## src/hw/ofl_pkg.sv

```systemverilog
// Package: register map, field layout, reset values and types for the oscillator controller
package ofl_pkg;
	// Register byte offsets
	localparam logic [7:0] OFL_ADDR_RC_CTRL  = 8'h00;
	localparam logic [7:0] OFL_ADDR_STATUS   = 8'h04;
	localparam logic [7:0] OFL_ADDR_LOOP_CTL = 8'h08;
	localparam logic [7:0] OFL_ADDR_DITHER   = 8'h0c;
	localparam logic [7:0] OFL_ADDR_RATIO    = 8'h10;
	localparam logic [7:0] OFL_ADDR_TUNE     = 8'h14;
	// rc_osc_control fields
	localparam int OFL_RC_ENABLE_BIT  = 1;
	localparam int OFL_RC_FSEL_LSB    = 2;
	localparam int OFL_RC_STDBY_BIT   = 6;
	localparam int OFL_RC_ONDEM_BIT   = 7;
	localparam logic [1:0] OFL_FSEL_4MHZ = 2'h0;
	// Status fields
	localparam int OFL_ST_RCRDY_BIT   = 4;
	localparam int OFL_ST_LOOPRDY_BIT = 8;
	// loop_control fields
	localparam int OFL_LC_ENABLE_BIT  = 1;
	localparam int OFL_LC_BINARY_SEARCH_ENABLE_BIT   = 2;
	localparam int OFL_LC_SAFE_BIT    = 3;
	localparam int OFL_LC_DITHER_BIT  = 4;
	localparam int OFL_LC_DIV_LSB     = 8;
	// Widths and reset values
	localparam int OFL_DIV_W          = 3;
	localparam int OFL_DITH_W         = 6;
	localparam int OFL_RATIO_W        = 11;
	localparam int OFL_TUNE_W         = 16;
	localparam logic [OFL_RATIO_W-1:0] OFL_RATIO_RST = 11'h000;
	localparam logic [OFL_DITH_W-1:0]  OFL_DITH_RST  = 6'h00;
	// Oscillator start-up delay in cycles before ready
	localparam int OFL_RC_STARTUP_CYC = 8;
	// AXI response codes
	localparam logic [1:0] OFL_RESP_OKAY   = 2'h0;
	localparam logic [1:0] OFL_RESP_SLVERR = 2'h2;

	typedef enum logic [1:0] {
		OFL_CPU_ACTIVE,
		OFL_CPU_IDLE,
		OFL_CPU_STANDBY
	} ofl_cpu_mode_t;

	typedef struct packed {
		logic       runOnDemand;
		logic       runInStandby;
		logic [1:0] freqSel;
		logic       enable;
	} ofl_rc_ctrl_t;

	typedef struct packed {
		logic [OFL_DIV_W-1:0] divFactor;
		logic                 ditherMode;
		logic                 safeMode;
		logic                 binSearchEn;
		logic                 enable;
	} ofl_loop_ctrl_t;
endpackage

```

## src/hw/ofl_osc_loop_ctrl.sv

```systemverilog
// Oscillator and low-power frequency loop controller with AXI4-Lite registers
//
// Local design decisions: the register offsets and register access over AXI4-Lite.
`timescale 1ns/1ns
// Function
// - Clock output gated until ready flag set
// - Reset: oscillator enabled, 4MHz, run-in-standby and on-demand off
// - Enable zero stops oscillator in all modes
// - Active/idle: on-demand bit gates running
// - Standby: run-in-standby and on-demand select
// - Loop output tracks reference times ratio
// - Tuner runs only while loop enabled
// - Loop control fields other than enable writable only when disabled
// - Dither and ratio registers disable-protected
// - Protected fields taken with enabling write
module ofl_osc_loop_ctrl #(
	parameter int STARTUP_CYC = ofl_pkg::OFL_RC_STARTUP_CYC
) (
	// Clock and reset
	input  wire logic                      mclk,
	input  wire logic                      sys_rst,
	// AXI4-Lite write address, data and response
	input  wire logic [7:0]                s_axi_awaddr,
	input  wire logic                      s_axi_awvalid,
	output logic                           s_axi_awready,
	input  wire logic [31:0]               s_axi_wdata,
	input  wire logic [3:0]                s_axi_wstrb,
	input  wire logic                      s_axi_wvalid,
	output logic                           s_axi_wready,
	output logic [1:0]                     s_axi_bresp,
	output logic                           s_axi_bvalid,
	input  wire logic                      s_axi_bready,
	// AXI4-Lite read
	input  wire logic [7:0]                s_axi_araddr,
	input  wire logic                      s_axi_arvalid,
	output logic                           s_axi_arready,
	output logic [31:0]                    s_axi_rdata,
	output logic [1:0]                     s_axi_rresp,
	output logic                           s_axi_rvalid,
	input  wire logic                      s_axi_rready,
	// System state and clock requests
	input  ofl_pkg::ofl_cpu_mode_t         cpuMode,
	input  wire logic                      periphRequest,
	input  wire logic                      refClkTick,
	input  wire logic                      loopClkTick,
	// Clock outputs
	output logic                           rcOscRun,
	output logic                           rcOscClkEn,
	output logic [1:0]                     rcOscFreqSel,
	output logic                           loopClkEn,
	output logic [ofl_pkg::OFL_TUNE_W-1:0] loopTune
);
	import ofl_pkg::*;

	// Start-up counter is eight bits wide and must count at least once
	if (STARTUP_CYC < 1 || STARTUP_CYC > 255) begin : g_badStartup
		$error("STARTUP_CYC out of range");
	end

	ofl_rc_ctrl_t             rcCtrl_ff;
	ofl_loop_ctrl_t           loopCtrl_ff;
	logic [OFL_DITH_W-1:0]    dither_ff;
	logic [OFL_RATIO_W-1:0]   ratio_ff;
	logic [7:0]               startCnt_ff;
	logic                     rcReady_ff;
	logic [OFL_RATIO_W+3:0]   loopCnt_ff;
	logic                     loopLocked_ff;
	logic [7:0]               awAddr_ff;
	logic                     awHeld_ff;
	logic [31:0]              wData_ff;
	logic [3:0]               wStrb_ff;
	logic                     wHeld_ff;
	logic                     rcWant;
	logic                     doWrite;
	logic [31:0]              wrMerged;
	logic [31:0]              rdWord;
	logic                     rdHit;

	// Byte-lane merge of new write data onto the old word
	function automatic logic [31:0] mergeBytes(input logic [31:0] oldV,
		input logic [31:0] newV, input logic [3:0] strb);
		logic [31:0] res;
		res = oldV;
		for (int i = 0; i < 4; i++) begin
			if (strb[i]) begin
				res[i*8 +: 8] = newV[i*8 +: 8];
			end
		end
		return res;
	endfunction

	function automatic logic [31:0] regWord(input logic [7:0] addr);
		logic [31:0] v;
		v = 32'h0000_0000;
		case (addr)
			OFL_ADDR_RC_CTRL: begin
				v[OFL_RC_ENABLE_BIT]                 = rcCtrl_ff.enable;
				v[OFL_RC_FSEL_LSB +: 2]              = rcCtrl_ff.freqSel;
				v[OFL_RC_STDBY_BIT]                  = rcCtrl_ff.runInStandby;
				v[OFL_RC_ONDEM_BIT]                  = rcCtrl_ff.runOnDemand;
			end
			OFL_ADDR_STATUS: begin
				v[OFL_ST_RCRDY_BIT]                  = rcReady_ff;
				v[OFL_ST_LOOPRDY_BIT]                = loopLocked_ff;
			end
			OFL_ADDR_LOOP_CTL: begin
				v[OFL_LC_ENABLE_BIT]                 = loopCtrl_ff.enable;
				v[OFL_LC_BINARY_SEARCH_ENABLE_BIT]                  = loopCtrl_ff.binSearchEn;
				v[OFL_LC_SAFE_BIT]                   = loopCtrl_ff.safeMode;
				v[OFL_LC_DITHER_BIT]                 = loopCtrl_ff.ditherMode;
				v[OFL_LC_DIV_LSB +: OFL_DIV_W]       = loopCtrl_ff.divFactor;
			end
			OFL_ADDR_DITHER: v[OFL_DITH_W-1:0]       = dither_ff;
			OFL_ADDR_RATIO:  v[OFL_RATIO_W-1:0]      = ratio_ff;
			OFL_ADDR_TUNE:   v[OFL_TUNE_W-1:0]       = loopTune;
			default:         v                       = 32'h0000_0000;
		endcase
		return v;
	endfunction

	function automatic logic isMapped(input logic [7:0] addr);
		return addr == OFL_ADDR_RC_CTRL || addr == OFL_ADDR_STATUS ||
			addr == OFL_ADDR_LOOP_CTL || addr == OFL_ADDR_DITHER ||
			addr == OFL_ADDR_RATIO || addr == OFL_ADDR_TUNE;
	endfunction

	// Write channel capture: address and data may come in either order
	assign doWrite  = awHeld_ff && wHeld_ff && !s_axi_bvalid;
	assign wrMerged = mergeBytes(regWord(awAddr_ff), wData_ff, wStrb_ff);

	always_ff @(posedge mclk or posedge sys_rst) begin
		if (sys_rst) begin
			awHeld_ff     <= 1'b0;
			awAddr_ff     <= 8'h00;
			s_axi_awready <= 1'b0;
		end else begin
			s_axi_awready <= !awHeld_ff && !s_axi_awready && s_axi_awvalid;
			if (s_axi_awvalid && s_axi_awready) begin
				awHeld_ff <= 1'b1;
				awAddr_ff <= {s_axi_awaddr[7:2], 2'b00};
			end else if (doWrite) begin
				awHeld_ff <= 1'b0;
			end
		end
	end

	always_ff @(posedge mclk or posedge sys_rst) begin
		if (sys_rst) begin
			wHeld_ff     <= 1'b0;
			wData_ff     <= 32'h0000_0000;
			wStrb_ff     <= 4'h0;
			s_axi_wready <= 1'b0;
		end else begin
			s_axi_wready <= !wHeld_ff && !s_axi_wready && s_axi_wvalid;
			if (s_axi_wvalid && s_axi_wready) begin
				wHeld_ff <= 1'b1;
				wData_ff <= s_axi_wdata;
				wStrb_ff <= s_axi_wstrb;
			end else if (doWrite) begin
				wHeld_ff <= 1'b0;
			end
		end
	end

	always_ff @(posedge mclk or posedge sys_rst) begin
		if (sys_rst) begin
			s_axi_bvalid <= 1'b0;
			s_axi_bresp  <= OFL_RESP_OKAY;
		end else if (doWrite) begin
			s_axi_bvalid <= 1'b1;
			s_axi_bresp  <= isMapped(awAddr_ff) ? OFL_RESP_OKAY : OFL_RESP_SLVERR;
		end else if (s_axi_bready) begin
			s_axi_bvalid <= 1'b0;
		end
	end

	// Read channel: one outstanding read, answered two cycles after address
	assign rdWord = regWord({s_axi_araddr[7:2], 2'b00});
	assign rdHit  = isMapped({s_axi_araddr[7:2], 2'b00});

	always_ff @(posedge mclk or posedge sys_rst) begin
		if (sys_rst) begin
			s_axi_arready <= 1'b0;
			s_axi_rvalid  <= 1'b0;
			s_axi_rdata   <= 32'h0000_0000;
			s_axi_rresp   <= OFL_RESP_OKAY;
		end else begin
			s_axi_arready <= !s_axi_arready && !s_axi_rvalid && s_axi_arvalid;
			if (s_axi_arvalid && s_axi_arready) begin
				s_axi_rvalid <= 1'b1;
				s_axi_rdata  <= rdWord;
				s_axi_rresp  <= rdHit ? OFL_RESP_OKAY : OFL_RESP_SLVERR;
			end else if (s_axi_rready) begin
				s_axi_rvalid <= 1'b0;
			end
		end
	end

	// Oscillator control register; reset leaves it on at 4MHz
	always_ff @(posedge mclk or posedge sys_rst) begin
		if (sys_rst) begin
			rcCtrl_ff <= '{runOnDemand: 1'b0, runInStandby: 1'b0,
				freqSel: OFL_FSEL_4MHZ, enable: 1'b1};
		end else if (doWrite && awAddr_ff == OFL_ADDR_RC_CTRL) begin
			rcCtrl_ff.enable       <= wrMerged[OFL_RC_ENABLE_BIT];
			rcCtrl_ff.freqSel      <= wrMerged[OFL_RC_FSEL_LSB +: 2];
			rcCtrl_ff.runInStandby <= wrMerged[OFL_RC_STDBY_BIT];
			rcCtrl_ff.runOnDemand  <= wrMerged[OFL_RC_ONDEM_BIT];
		end
	end

	// Run decision per CPU mode; standby without run-in-standby is request only
	always_comb begin
		rcWant = 1'b0;
		if (rcCtrl_ff.enable) begin
			case (cpuMode)
				OFL_CPU_ACTIVE, OFL_CPU_IDLE: begin
					rcWant = !rcCtrl_ff.runOnDemand || periphRequest;
				end
				OFL_CPU_STANDBY: begin
					rcWant = rcCtrl_ff.runInStandby ?
						(!rcCtrl_ff.runOnDemand || periphRequest) : periphRequest;
				end
				default: rcWant = 1'b0;
			endcase
		end
	end

	// Ready only after the start-up count; it drops at once on stop, which is
	// what software polls before re-enabling
	always_ff @(posedge mclk or posedge sys_rst) begin
		if (sys_rst) begin
			startCnt_ff <= 8'h00;
			rcReady_ff  <= 1'b0;
			rcOscRun    <= 1'b0;
		end else begin
			rcOscRun <= rcWant;
			if (!rcWant) begin
				startCnt_ff <= 8'h00;
				rcReady_ff  <= 1'b0;
			end else if (startCnt_ff < 8'(STARTUP_CYC)) begin
				startCnt_ff <= startCnt_ff + 8'h01;
			end else begin
				rcReady_ff <= 1'b1;
			end
		end
	end

	// Clock delivered only once ready
	always_ff @(posedge mclk or posedge sys_rst) begin
		if (sys_rst) begin
			rcOscClkEn   <= 1'b0;
			rcOscFreqSel <= OFL_FSEL_4MHZ;
		end else begin
			rcOscClkEn   <= rcReady_ff && rcWant;
			rcOscFreqSel <= rcCtrl_ff.freqSel;
		end
	end

	// Loop control: protected fields move only when the loop is off, or in the
	// write that turns it on; a disabling write touches only enable
	always_ff @(posedge mclk or posedge sys_rst) begin
		if (sys_rst) begin
			loopCtrl_ff <= '0;
		end else if (doWrite && awAddr_ff == OFL_ADDR_LOOP_CTL) begin
			loopCtrl_ff.enable <= wrMerged[OFL_LC_ENABLE_BIT];
			if (!loopCtrl_ff.enable) begin
				loopCtrl_ff.binSearchEn <= wrMerged[OFL_LC_BINARY_SEARCH_ENABLE_BIT];
				loopCtrl_ff.safeMode    <= wrMerged[OFL_LC_SAFE_BIT];
				loopCtrl_ff.ditherMode  <= wrMerged[OFL_LC_DITHER_BIT];
				loopCtrl_ff.divFactor   <= wrMerged[OFL_LC_DIV_LSB +: OFL_DIV_W];
			end
		end
	end

	always_ff @(posedge mclk or posedge sys_rst) begin
		if (sys_rst) begin
			dither_ff <= OFL_DITH_RST;
			ratio_ff  <= OFL_RATIO_RST;
		end else if (doWrite && !loopCtrl_ff.enable) begin
			if (awAddr_ff == OFL_ADDR_DITHER) begin
				dither_ff <= wrMerged[OFL_DITH_W-1:0];
			end
			if (awAddr_ff == OFL_ADDR_RATIO) begin
				ratio_ff <= wrMerged[OFL_RATIO_W-1:0];
			end
		end
	end

	// Tuner: counts loop ticks per reference tick and steers the tune word so
	// the count meets ratio; the step is one code, so lock is slow but smooth
	always_ff @(posedge mclk or posedge sys_rst) begin
		if (sys_rst) begin
			loopCnt_ff    <= '0;
			loopTune      <= '0;
			loopLocked_ff <= 1'b0;
			loopClkEn     <= 1'b0;
		end else if (!loopCtrl_ff.enable) begin
			loopCnt_ff    <= '0;
			loopLocked_ff <= 1'b0;
			loopClkEn     <= 1'b0;
		end else begin
			loopClkEn <= 1'b1;
			if (refClkTick) begin
				loopCnt_ff    <= '0;
				loopLocked_ff <= loopCnt_ff[OFL_RATIO_W-1:0] == ratio_ff;
				if (loopCnt_ff < {4'h0, ratio_ff} && loopTune != '1) begin
					loopTune <= loopTune + 1'b1;
				end else if (loopCnt_ff > {4'h0, ratio_ff} && loopTune != '0) begin
					loopTune <= loopTune - 1'b1;
				end
			end else if (loopClkTick && loopCnt_ff != '1) begin
				loopCnt_ff <= loopCnt_ff + 1'b1;
			end
		end
	end

	property p_rcOffWhenDisabled;
		@(posedge mclk) disable iff (sys_rst)
		!rcCtrl_ff.enable |=> !rcOscRun && !rcOscClkEn;
	endproperty
	a_rcOffWhenDisabled: assert property (p_rcOffWhenDisabled)
		else $error("oscillator runs while disabled");

	property p_clkNeedsReady;
		@(posedge mclk) disable iff (sys_rst)
		rcOscClkEn |-> $past(rcReady_ff);
	endproperty
	a_clkNeedsReady: assert property (p_clkNeedsReady)
		else $error("clock delivered before ready");

	property p_activeAlwaysRun;
		@(posedge mclk) disable iff (sys_rst)
		(rcCtrl_ff.enable && !rcCtrl_ff.runOnDemand && cpuMode != OFL_CPU_STANDBY)
			|=> rcOscRun;
	endproperty
	a_activeAlwaysRun: assert property (p_activeAlwaysRun)
		else $error("oscillator not running in active mode");

	property p_standbyNoReqStop;
		@(posedge mclk) disable iff (sys_rst)
		(cpuMode == OFL_CPU_STANDBY && !rcCtrl_ff.runInStandby && !periphRequest)
			|=> !rcOscRun;
	endproperty
	a_standbyNoReqStop: assert property (p_standbyNoReqStop)
		else $error("oscillator runs in standby without request");

	property p_readyAfterStart;
		@(posedge mclk) disable iff (sys_rst)
		$rose(rcOscRun) |-> ##[1:300] (rcReady_ff || !rcOscRun);
	endproperty
	a_readyAfterStart: assert property (p_readyAfterStart)
		else $error("oscillator never became ready");

	property p_ctrlProtected;
		@(posedge mclk) disable iff (sys_rst)
		loopCtrl_ff.enable |=> $stable(loopCtrl_ff.divFactor) &&
			$stable(loopCtrl_ff.binSearchEn) && $stable(loopCtrl_ff.safeMode) &&
			$stable(loopCtrl_ff.ditherMode);
	endproperty
	a_ctrlProtected: assert property (p_ctrlProtected)
		else $error("protected loop field changed while enabled");

	property p_regsProtected;
		@(posedge mclk) disable iff (sys_rst)
		loopCtrl_ff.enable |=> $stable(ratio_ff) && $stable(dither_ff);
	endproperty
	a_regsProtected: assert property (p_regsProtected)
		else $error("ratio or dither changed while enabled");

	property p_tunerIdle;
		@(posedge mclk) disable iff (sys_rst)
		!loopCtrl_ff.enable |=> $stable(loopTune) && !loopClkEn;
	endproperty
	a_tunerIdle: assert property (p_tunerIdle)
		else $error("tuner active while loop disabled");

	property p_enableWriteTakes;
		@(posedge mclk) disable iff (sys_rst)
		(doWrite && awAddr_ff == OFL_ADDR_LOOP_CTL && !loopCtrl_ff.enable)
			|=> loopCtrl_ff.divFactor == $past(wrMerged[OFL_LC_DIV_LSB +: OFL_DIV_W]);
	endproperty
	a_enableWriteTakes: assert property (p_enableWriteTakes)
		else $error("protected field lost on enabling write");
endmodule

```

## config.mk

```make
export PLATFORM = sky130hd
export DESIGN_NAME = ofl_osc_loop_ctrl
export DESIGN_NICKNAME = d
export VERILOG_FILES = /design/src/hw/ofl_pkg.sv /design/src/hw/ofl_osc_loop_ctrl.sv
export SDC_FILE = /design/constraint.sdc
export NUM_CORES = 1
export LEC_CHECK = 0
export BUFFER_PORTS_ARGS = -buffer_cell sky130_fd_sc_hd__buf_2
export CAP_MARGIN = 20
export CORE_ASPECT_RATIO = 0.9
export CORE_MARGIN = 1.5
export CORE_UTILIZATION = 40
export DETAILED_ROUTE_END_ITERATION = 12
export MAX_ROUTING_LAYER = met4
export PLACE_DENSITY = 0.57
export REMOVE_ABC_BUFFERS = 1
export SYNTH_ARGS = -nofsm -noshare
export SYNTH_HDL_FRONTEND = slang
export SYNTH_SLANG_ARGS = --single-unit
```

## constraint.sdc

```tcl
create_clock -name mclk -period 5.1 [get_ports mclk]
set_input_delay 1.02 -clock mclk [delete_from_list [all_inputs] [get_ports mclk]]
set_output_delay 1.02 -clock mclk [all_outputs]
set_load 0.01 [all_outputs]
```

## After elaboration in Yosys (flattened, before gate mapping)

Index checks and enable logic that the tools add are counted.

| cells by class | value |
|---|---|
| add/subtract/negate cells | 4 |
| multipliers | 0 |
| divide/modulo/power cells | 0 |
| $lt $le $gt $ge | 3 |
| eq/ne operators | 19 |
| shift operators | 0 |
| muxes and demuxes | 41 |
| bitwise gates (word level) | 1 |
| reductions and logical operators | 52 |

Operator list:

| operator | number |
|---|---|
| two-way mux 15 bit | 3 |
| two-way mux 16 bit | 2 |
| one-hot mux 3 bit (5 select lines) | 2 |
| equality test 6 x 2 -> 1 bit (second input constant) | 4 |
| equality test 6 x 3 -> 1 bit (second input constant) | 4 |
| two-way mux 8 bit | 3 |
| one-hot mux 2 bit (3 select lines) | 4 |
| logical AND 1 bit | 18 |
| adder 16 x 1 -> 16 bit (second input constant) | 1 |
| != test 16 bit (second input constant) | 1 |
| nonzero test 16 bit | 1 |
| subtractor 16 x 1 -> 16 bit (second input constant) | 1 |
| adder 15 x 1 -> 15 bit (second input constant) | 1 |
| greater-than comparator 15 x 11 -> 1 bit | 1 |
| < comparator 15 x 11 -> 1 bit | 1 |
| != test 15 bit (second input constant) | 1 |
| two-way mux 1 bit | 14 |
| equality test 6 x 1 -> 1 bit (second input constant) | 2 |
| one-hot mux 1 bit (3 select lines) | 4 |
| equality test 11 bit | 1 |
| logical OR 1 bit | 11 |
| one-hot mux 1 bit (5 select lines) | 2 |
| nonzero test 2 bit | 5 |
| logical NOT 1 bit | 9 |
| 19 further kinds | 24 |

| storage, ports and cells | value |
|---|---|
| register bits after elaboration | 121 |
| bits in latches | 0 |
| RAM bits | 0 |
| bits in read-only memories | 0 |
| input port bits | 64 |
| output and inout port bits | 62 |
| word-level logic and storage cells | 153 |
| memories | 0 |

## Logic depth before layout (Yosys ltp)

| logic depth | value |
|---|---|
| depth in word-level cells | 7 |
| depth in mapped cells | 14 |
| depth with buffers taken out | 13 |

## Worst setup path before layout

OpenSTA, ideal clock, no wires.

| path | value |
|---|---|
| path kind | reg2reg |
| from | register loopCnt_ff[14] |
| to | register loopTune[12] in the netlist's numbering |
| arrival time | 3210 ps |
| required time | 4972 ps |
| setup slack | 1762 ps |
| cell stages (with the launch flop) | 12 |
| buffers on the path | 1 |
| period minus slack after synthesis | 3338 ps |
| cells stage by stage | dfrtp_1 > or4_4 > nor4_4 > nand2_4 > ha_1 > clkbuf_1 > a211o_1 > a31o_2 > nand3_1 > a211oi_1 > a311o_1 > mux2_1 |

| on the way | value |
|---|---|
| longest elaborated chain between the ends | 4 |
| elaborated cells between the ends (all ways) | 7 |

RTL lines:

| element | line | text |
|---|---|---|
| start, declared | ofl_osc_loop_ctrl.sv:66 | `logic [OFL_RATIO_W+3:0] loopCnt_ff;` |
| start signal, assigned | ofl_osc_loop_ctrl.sv:313 | `loopCnt_ff <= loopCnt_ff + 1'b1;` |
| < comparator 15 x 11 -> 1 bit or greater-than comparator 15 x 11 -> 1 bit (tied branches) | ofl_osc_loop_ctrl.sv:307, ofl_osc_loop_ctrl.sv:309 |  |
| logical AND 1 bit (on tied branches) | ofl_osc_loop_ctrl.sv:307, ofl_osc_loop_ctrl.sv:309 |  |
| nonzero test 2 bit (no source line) | n/a |  |
| AND reduction 3 bit (no source line) | n/a |  |
| end signal, assigned | ofl_osc_loop_ctrl.sv:308 | `loopTune <= loopTune + 1'b1;` |
| end signal, assigned | ofl_osc_loop_ctrl.sv:310 | `loopTune <= loopTune - 1'b1;` |
| end, declared | ofl_osc_loop_ctrl.sv:51 | `output logic [ofl_pkg::OFL_TUNE_W-1:0] loopTune` |

Several ways; a longest one is shown, not always the timed one.
A chain may end at the register's enable or synchronous reset.

## Final worst setup path

| path | value |
|---|---|
| from | register ratio_ff[4] |
| to | register loopTune[11] in the netlist's numbering |

| on the way | value |
|---|---|
| longest elaborated chain between the ends | 4 |
| elaborated cells between the ends (all ways) | 7 |

RTL lines:

| element | line | text |
|---|---|---|
| start, declared | ofl_osc_loop_ctrl.sv:63 | `logic [OFL_RATIO_W-1:0] ratio_ff;` |
| start signal, assigned | ofl_osc_loop_ctrl.sv:285 | `ratio_ff <= wrMerged[OFL_RATIO_W-1:0];` |
| < comparator 15 x 11 -> 1 bit or greater-than comparator 15 x 11 -> 1 bit (tied branches) | ofl_osc_loop_ctrl.sv:307, ofl_osc_loop_ctrl.sv:309 |  |
| logical AND 1 bit (on tied branches) | ofl_osc_loop_ctrl.sv:307, ofl_osc_loop_ctrl.sv:309 |  |
| nonzero test 2 bit (no source line) | n/a |  |
| AND reduction 3 bit (no source line) | n/a |  |

Several ways; a longest one is shown, not always the timed one.

==> impl_metrics.py <==
metrics = {
    "run_status": {
        "outcome": "finished, violations left",
        "violations": "DRC",
    },
    "drt": {
        "routed_wl_um": 16600,
        "via_per_inst": 5.35,
        "wire_per_inst_um": 17.4,
        "num_vias": 5127,
        "drt_iter0_markers": 380,
        "drt.antenna.violating_nets": 0,
        "drc_errors": 11,
        "detail_route.first_pass.iterations": 11,
    },
    "synthesis": {
        "synthArstFlopShare": 1.00,
        "synth_area_um2": 6720,
        "synth_compound_area_frac": 0.129,
        "synth_cell_types": 62,
        "synth_xor_area_frac": 0.0287,
        "synth_warnings": 0,
        "synth-seq-area-share": 0.443,
        "yosys.area_share.simple": 0.149,
        "synth_fa_ha_area_frac": 0.0533,
        "synth_top_flop_cell": "dfrtp_1",
        "synth-edff-count": 0,
        "synth_area_per_cell_um2": 10.2,
        "synth_top_family_by_area": "simple AND/OR/NAND/NOR gates",
        "syn_inst": 660,
        "synth-seq-cells": 119,
        "synth.area.mux_share": 0.145,
    },
    "timing": {
        "fin_crit_ns": 3.81,
        "drv_slew": 0,
        "maxSlewHeadroom": 0.357,
        "setup_tns_ns": 0,
        "period_share": 0.747,
        "fmax_mhz": 263,
        "whs_ns": 0.421,
        "finalSetupViolCount": 0,
        "skew_ns": 0.00718,
        "rsz0062_at_grt": "false",
        "hold_violations": 0,
        "tightest_slew_ns": 0.962,
    },
    "die": {
        "boundaryPins": 126,
        "die-area_um2": 17600,
        "core_area_um2": 16300,
        "die-width_um": 140,
        "die_height_um": 126,
        "start_util": 0.412,
        "placementRows": 44,
    },
    "setup_path": {
        "slowest_delay_ns": 0.55,
        "ff2ff_setup_slack_ns": 1.29,
        "crit_required_ns": 5.40,
        "path_cells": "inv_1, ha_1, a211oi_1, o21bai_1, o21bai_2, nand2_4, ha_1, a21oi_1, nand2_1, o31ai_1, o21ai_0, xor2_1, mux2_1",
        "cp_slowest_cell": "o31ai_1",
        "cp_max_fo": 23,
        "crit_type": "reg2reg",
        "cp.arrival_ns": 4.11,
        "cp-end-kind": "flop",
        "start_kind": "flop",
        "worst_path_most_repeated_cell": "ha_1",
        "reg2regPathDepth": 13,
    },
    "clocking": {
        "post_cts_resized": 0,
        "cts-buffers-inserted": 17,
        "htreeDepth": 4,
        "root_buffer": "clkbuf_16",
        "clk_latency_ns": 0.42,
        "clk_pin_slew_ns": 0.06,
        "cts_num_sinks": 119,
        "cts_buffer_depth": 2,
        "ctsHoldBuffers": 0,
        "cts_tree": "yes",
        "post-cts-setup-buffers": 0,
    },
    "pwr": {
        "power_leakage_nw": 3.75,
        "powerDensity_nw_per_um2": 656,
        "vdd_ir_drop_max_v": 0.000303,
    },
    "global_route": {
        "track_usage": 0.212,
        "grt_max_degree": 46,
        "overflow": 0,
        "grt_pass1_vias": 5217,
        "grt_antenna_before_repair": 0,
        "grt_pass1_wl_um": 28100,
    },
    "layout": {
        "nFillCells": 1532,
        "antenna_cells": 0,
        "fin_nets": 830,
        "syn_to_final_growth_pct": 17.1,
        "drive_above_1_share": 0.234,
    },
    "placement": {
        "port_buffers": 80,
        "dp_hpwl_um": 11900,
        "finalWeightedCongestion": 0.821,
    },
    "min_path": {
        "worst_hold_path_type": "reg2reg",
        "min_delay_path_depth": 0,
    },
    "flow_run": {
        "drv_cap": 0,
    },
}
## worst max-delay path: cells and delay by family, from the launching register on
family                   cells  cell delay [ns]
flip-flops                   1             0.38
XOR/XNOR                     1             0.17
AO/OA/AOI/OAI                6             1.62
AND/OR/NAND/NOR              2             0.38
buffers and inverters        1             0.10
multiplexers                 1             0.29
adder cells (fa/ha/maj)      2             0.75
## cells in the mapped netlist, types with 13 or more instances
library cell | number | area (um2)
nor2_1 | 46 | 173
buf_4 | 18 | 135
mux2_1 | 14 | 158
clkbuf_1 | 17 | 63.8
nand2_1 | 69 | 259
ha_1 | 27 | 338
mux2_2 | 44 | 495
xor2_1 | 15 | 131
mux2i_1 | 32 | 320
dfrtp_1 | 118 | 2950
a21oi_1 | 28 | 140
o21ai_0 | 30 | 150
nor3_1 | 13 | 65.1
inv_1 | 30 | 113
nand3_1 | 14 | 70.1
## final cells by class
class                   count  area [um2]  share of cell area
flip-flops and latches    119        2980               0.379
multi-input cells         487        3460               0.440
clock buffers              17         425              0.0541
inverters                  30         115              0.0146
well taps                 207         259              0.0329
repair buffers             83         423              0.0538
clock inverters            15         204              0.0259
## final timing paths
kind	from	end
min in group asynchronous	sys_rst	s_axi_rvalid
setup / recovery	ratio_ff[4]	loopTune[11]
hold reg to reg	rcCtrl_ff[2]	rcOscFreqSel[1]
hold / removal	rcCtrl_ff[2]	rcOscFreqSel[1]
setup reg to reg	ratio_ff[4]	loopTune[11]
max in group asynchronous	sys_rst	wStrb_ff[0]
## sequential cells by signal, indices dropped and copies added, names as in the netlist, 2 cells and up
register,count
rcOscFreqSel,2
rcCtrl_ff,5
startCnt_ff,8
loopTune,16
s_axi_rdata,16
wStrb_ff,2
loopCnt_ff,15
wData_ff,11
dither_ff,6
loopCtrl_ff,7
ratio_ff,11
awAddr_ff,6
## through the flow
step | power (mW) | area (um2) | instances | worst slack (ns) | util
2_1_floorplan | 3.25 | 6550 | 636 | 0.924 | -
3_3_place_gp | 3.77 | 7240 | 926 | 1.44 | 0.444
3_5_place_dp | 3.86 | 7240 | 926 | 1.37 | 0.444
4_1_cts | 5.18 | 7870 | 958 | 1.34 | 0.483
5_1_grt | 5.55 | 7870 | 958 | 1.05 | 0.483
6_report | 5.16 | 7870 | 958 | 1.29 | 0.483
## kinds of logic after synthesis
family / count (synthesis)
simple gates: 199
compound gates: 130
mux: 90
buf+inv: 71
fa+ha+maj: 28
xor+xnor: 22
other cells: 1
flops: 119
## layer usage
metal	part of all wire	wire length, um	up-vias	global-route usage
met2	0.45	7440	146	0.313
met3	0.053	885	17	0.0422
met4	0.013	221	0	0.0712
met5	0	0	-	-
met1	0.49	8080	2464	0.293
li1	-	-	2500	-
## placed cells by master (no fill, tap or decap), types with 13 or more instances in the layout
master	synthesis	routed
ha_1	27	27
nand2_1	69	69
nand3_1	14	14
mux2_1	14	14
inv_1	30	29
buf_2	0	80
xor2_1	15	15
conb_1	1	18
nor3_1	13	13
clkbuf_16	0	17
a21oi_1	28	28
nor2_1	46	46
mux2i_1	32	32
o21ai_0	30	30
mux2_2	44	44
dfrtp_1	118	118
## power breakdown
part	leakage (nW)	switching, mW	internal [mW]
combinational	1.86	1.42	1.07
sequential	1.59	0.263	1.14
clock	0.295	0.449	0.818
No activity file was read; power rests on OpenSTA's default activity.
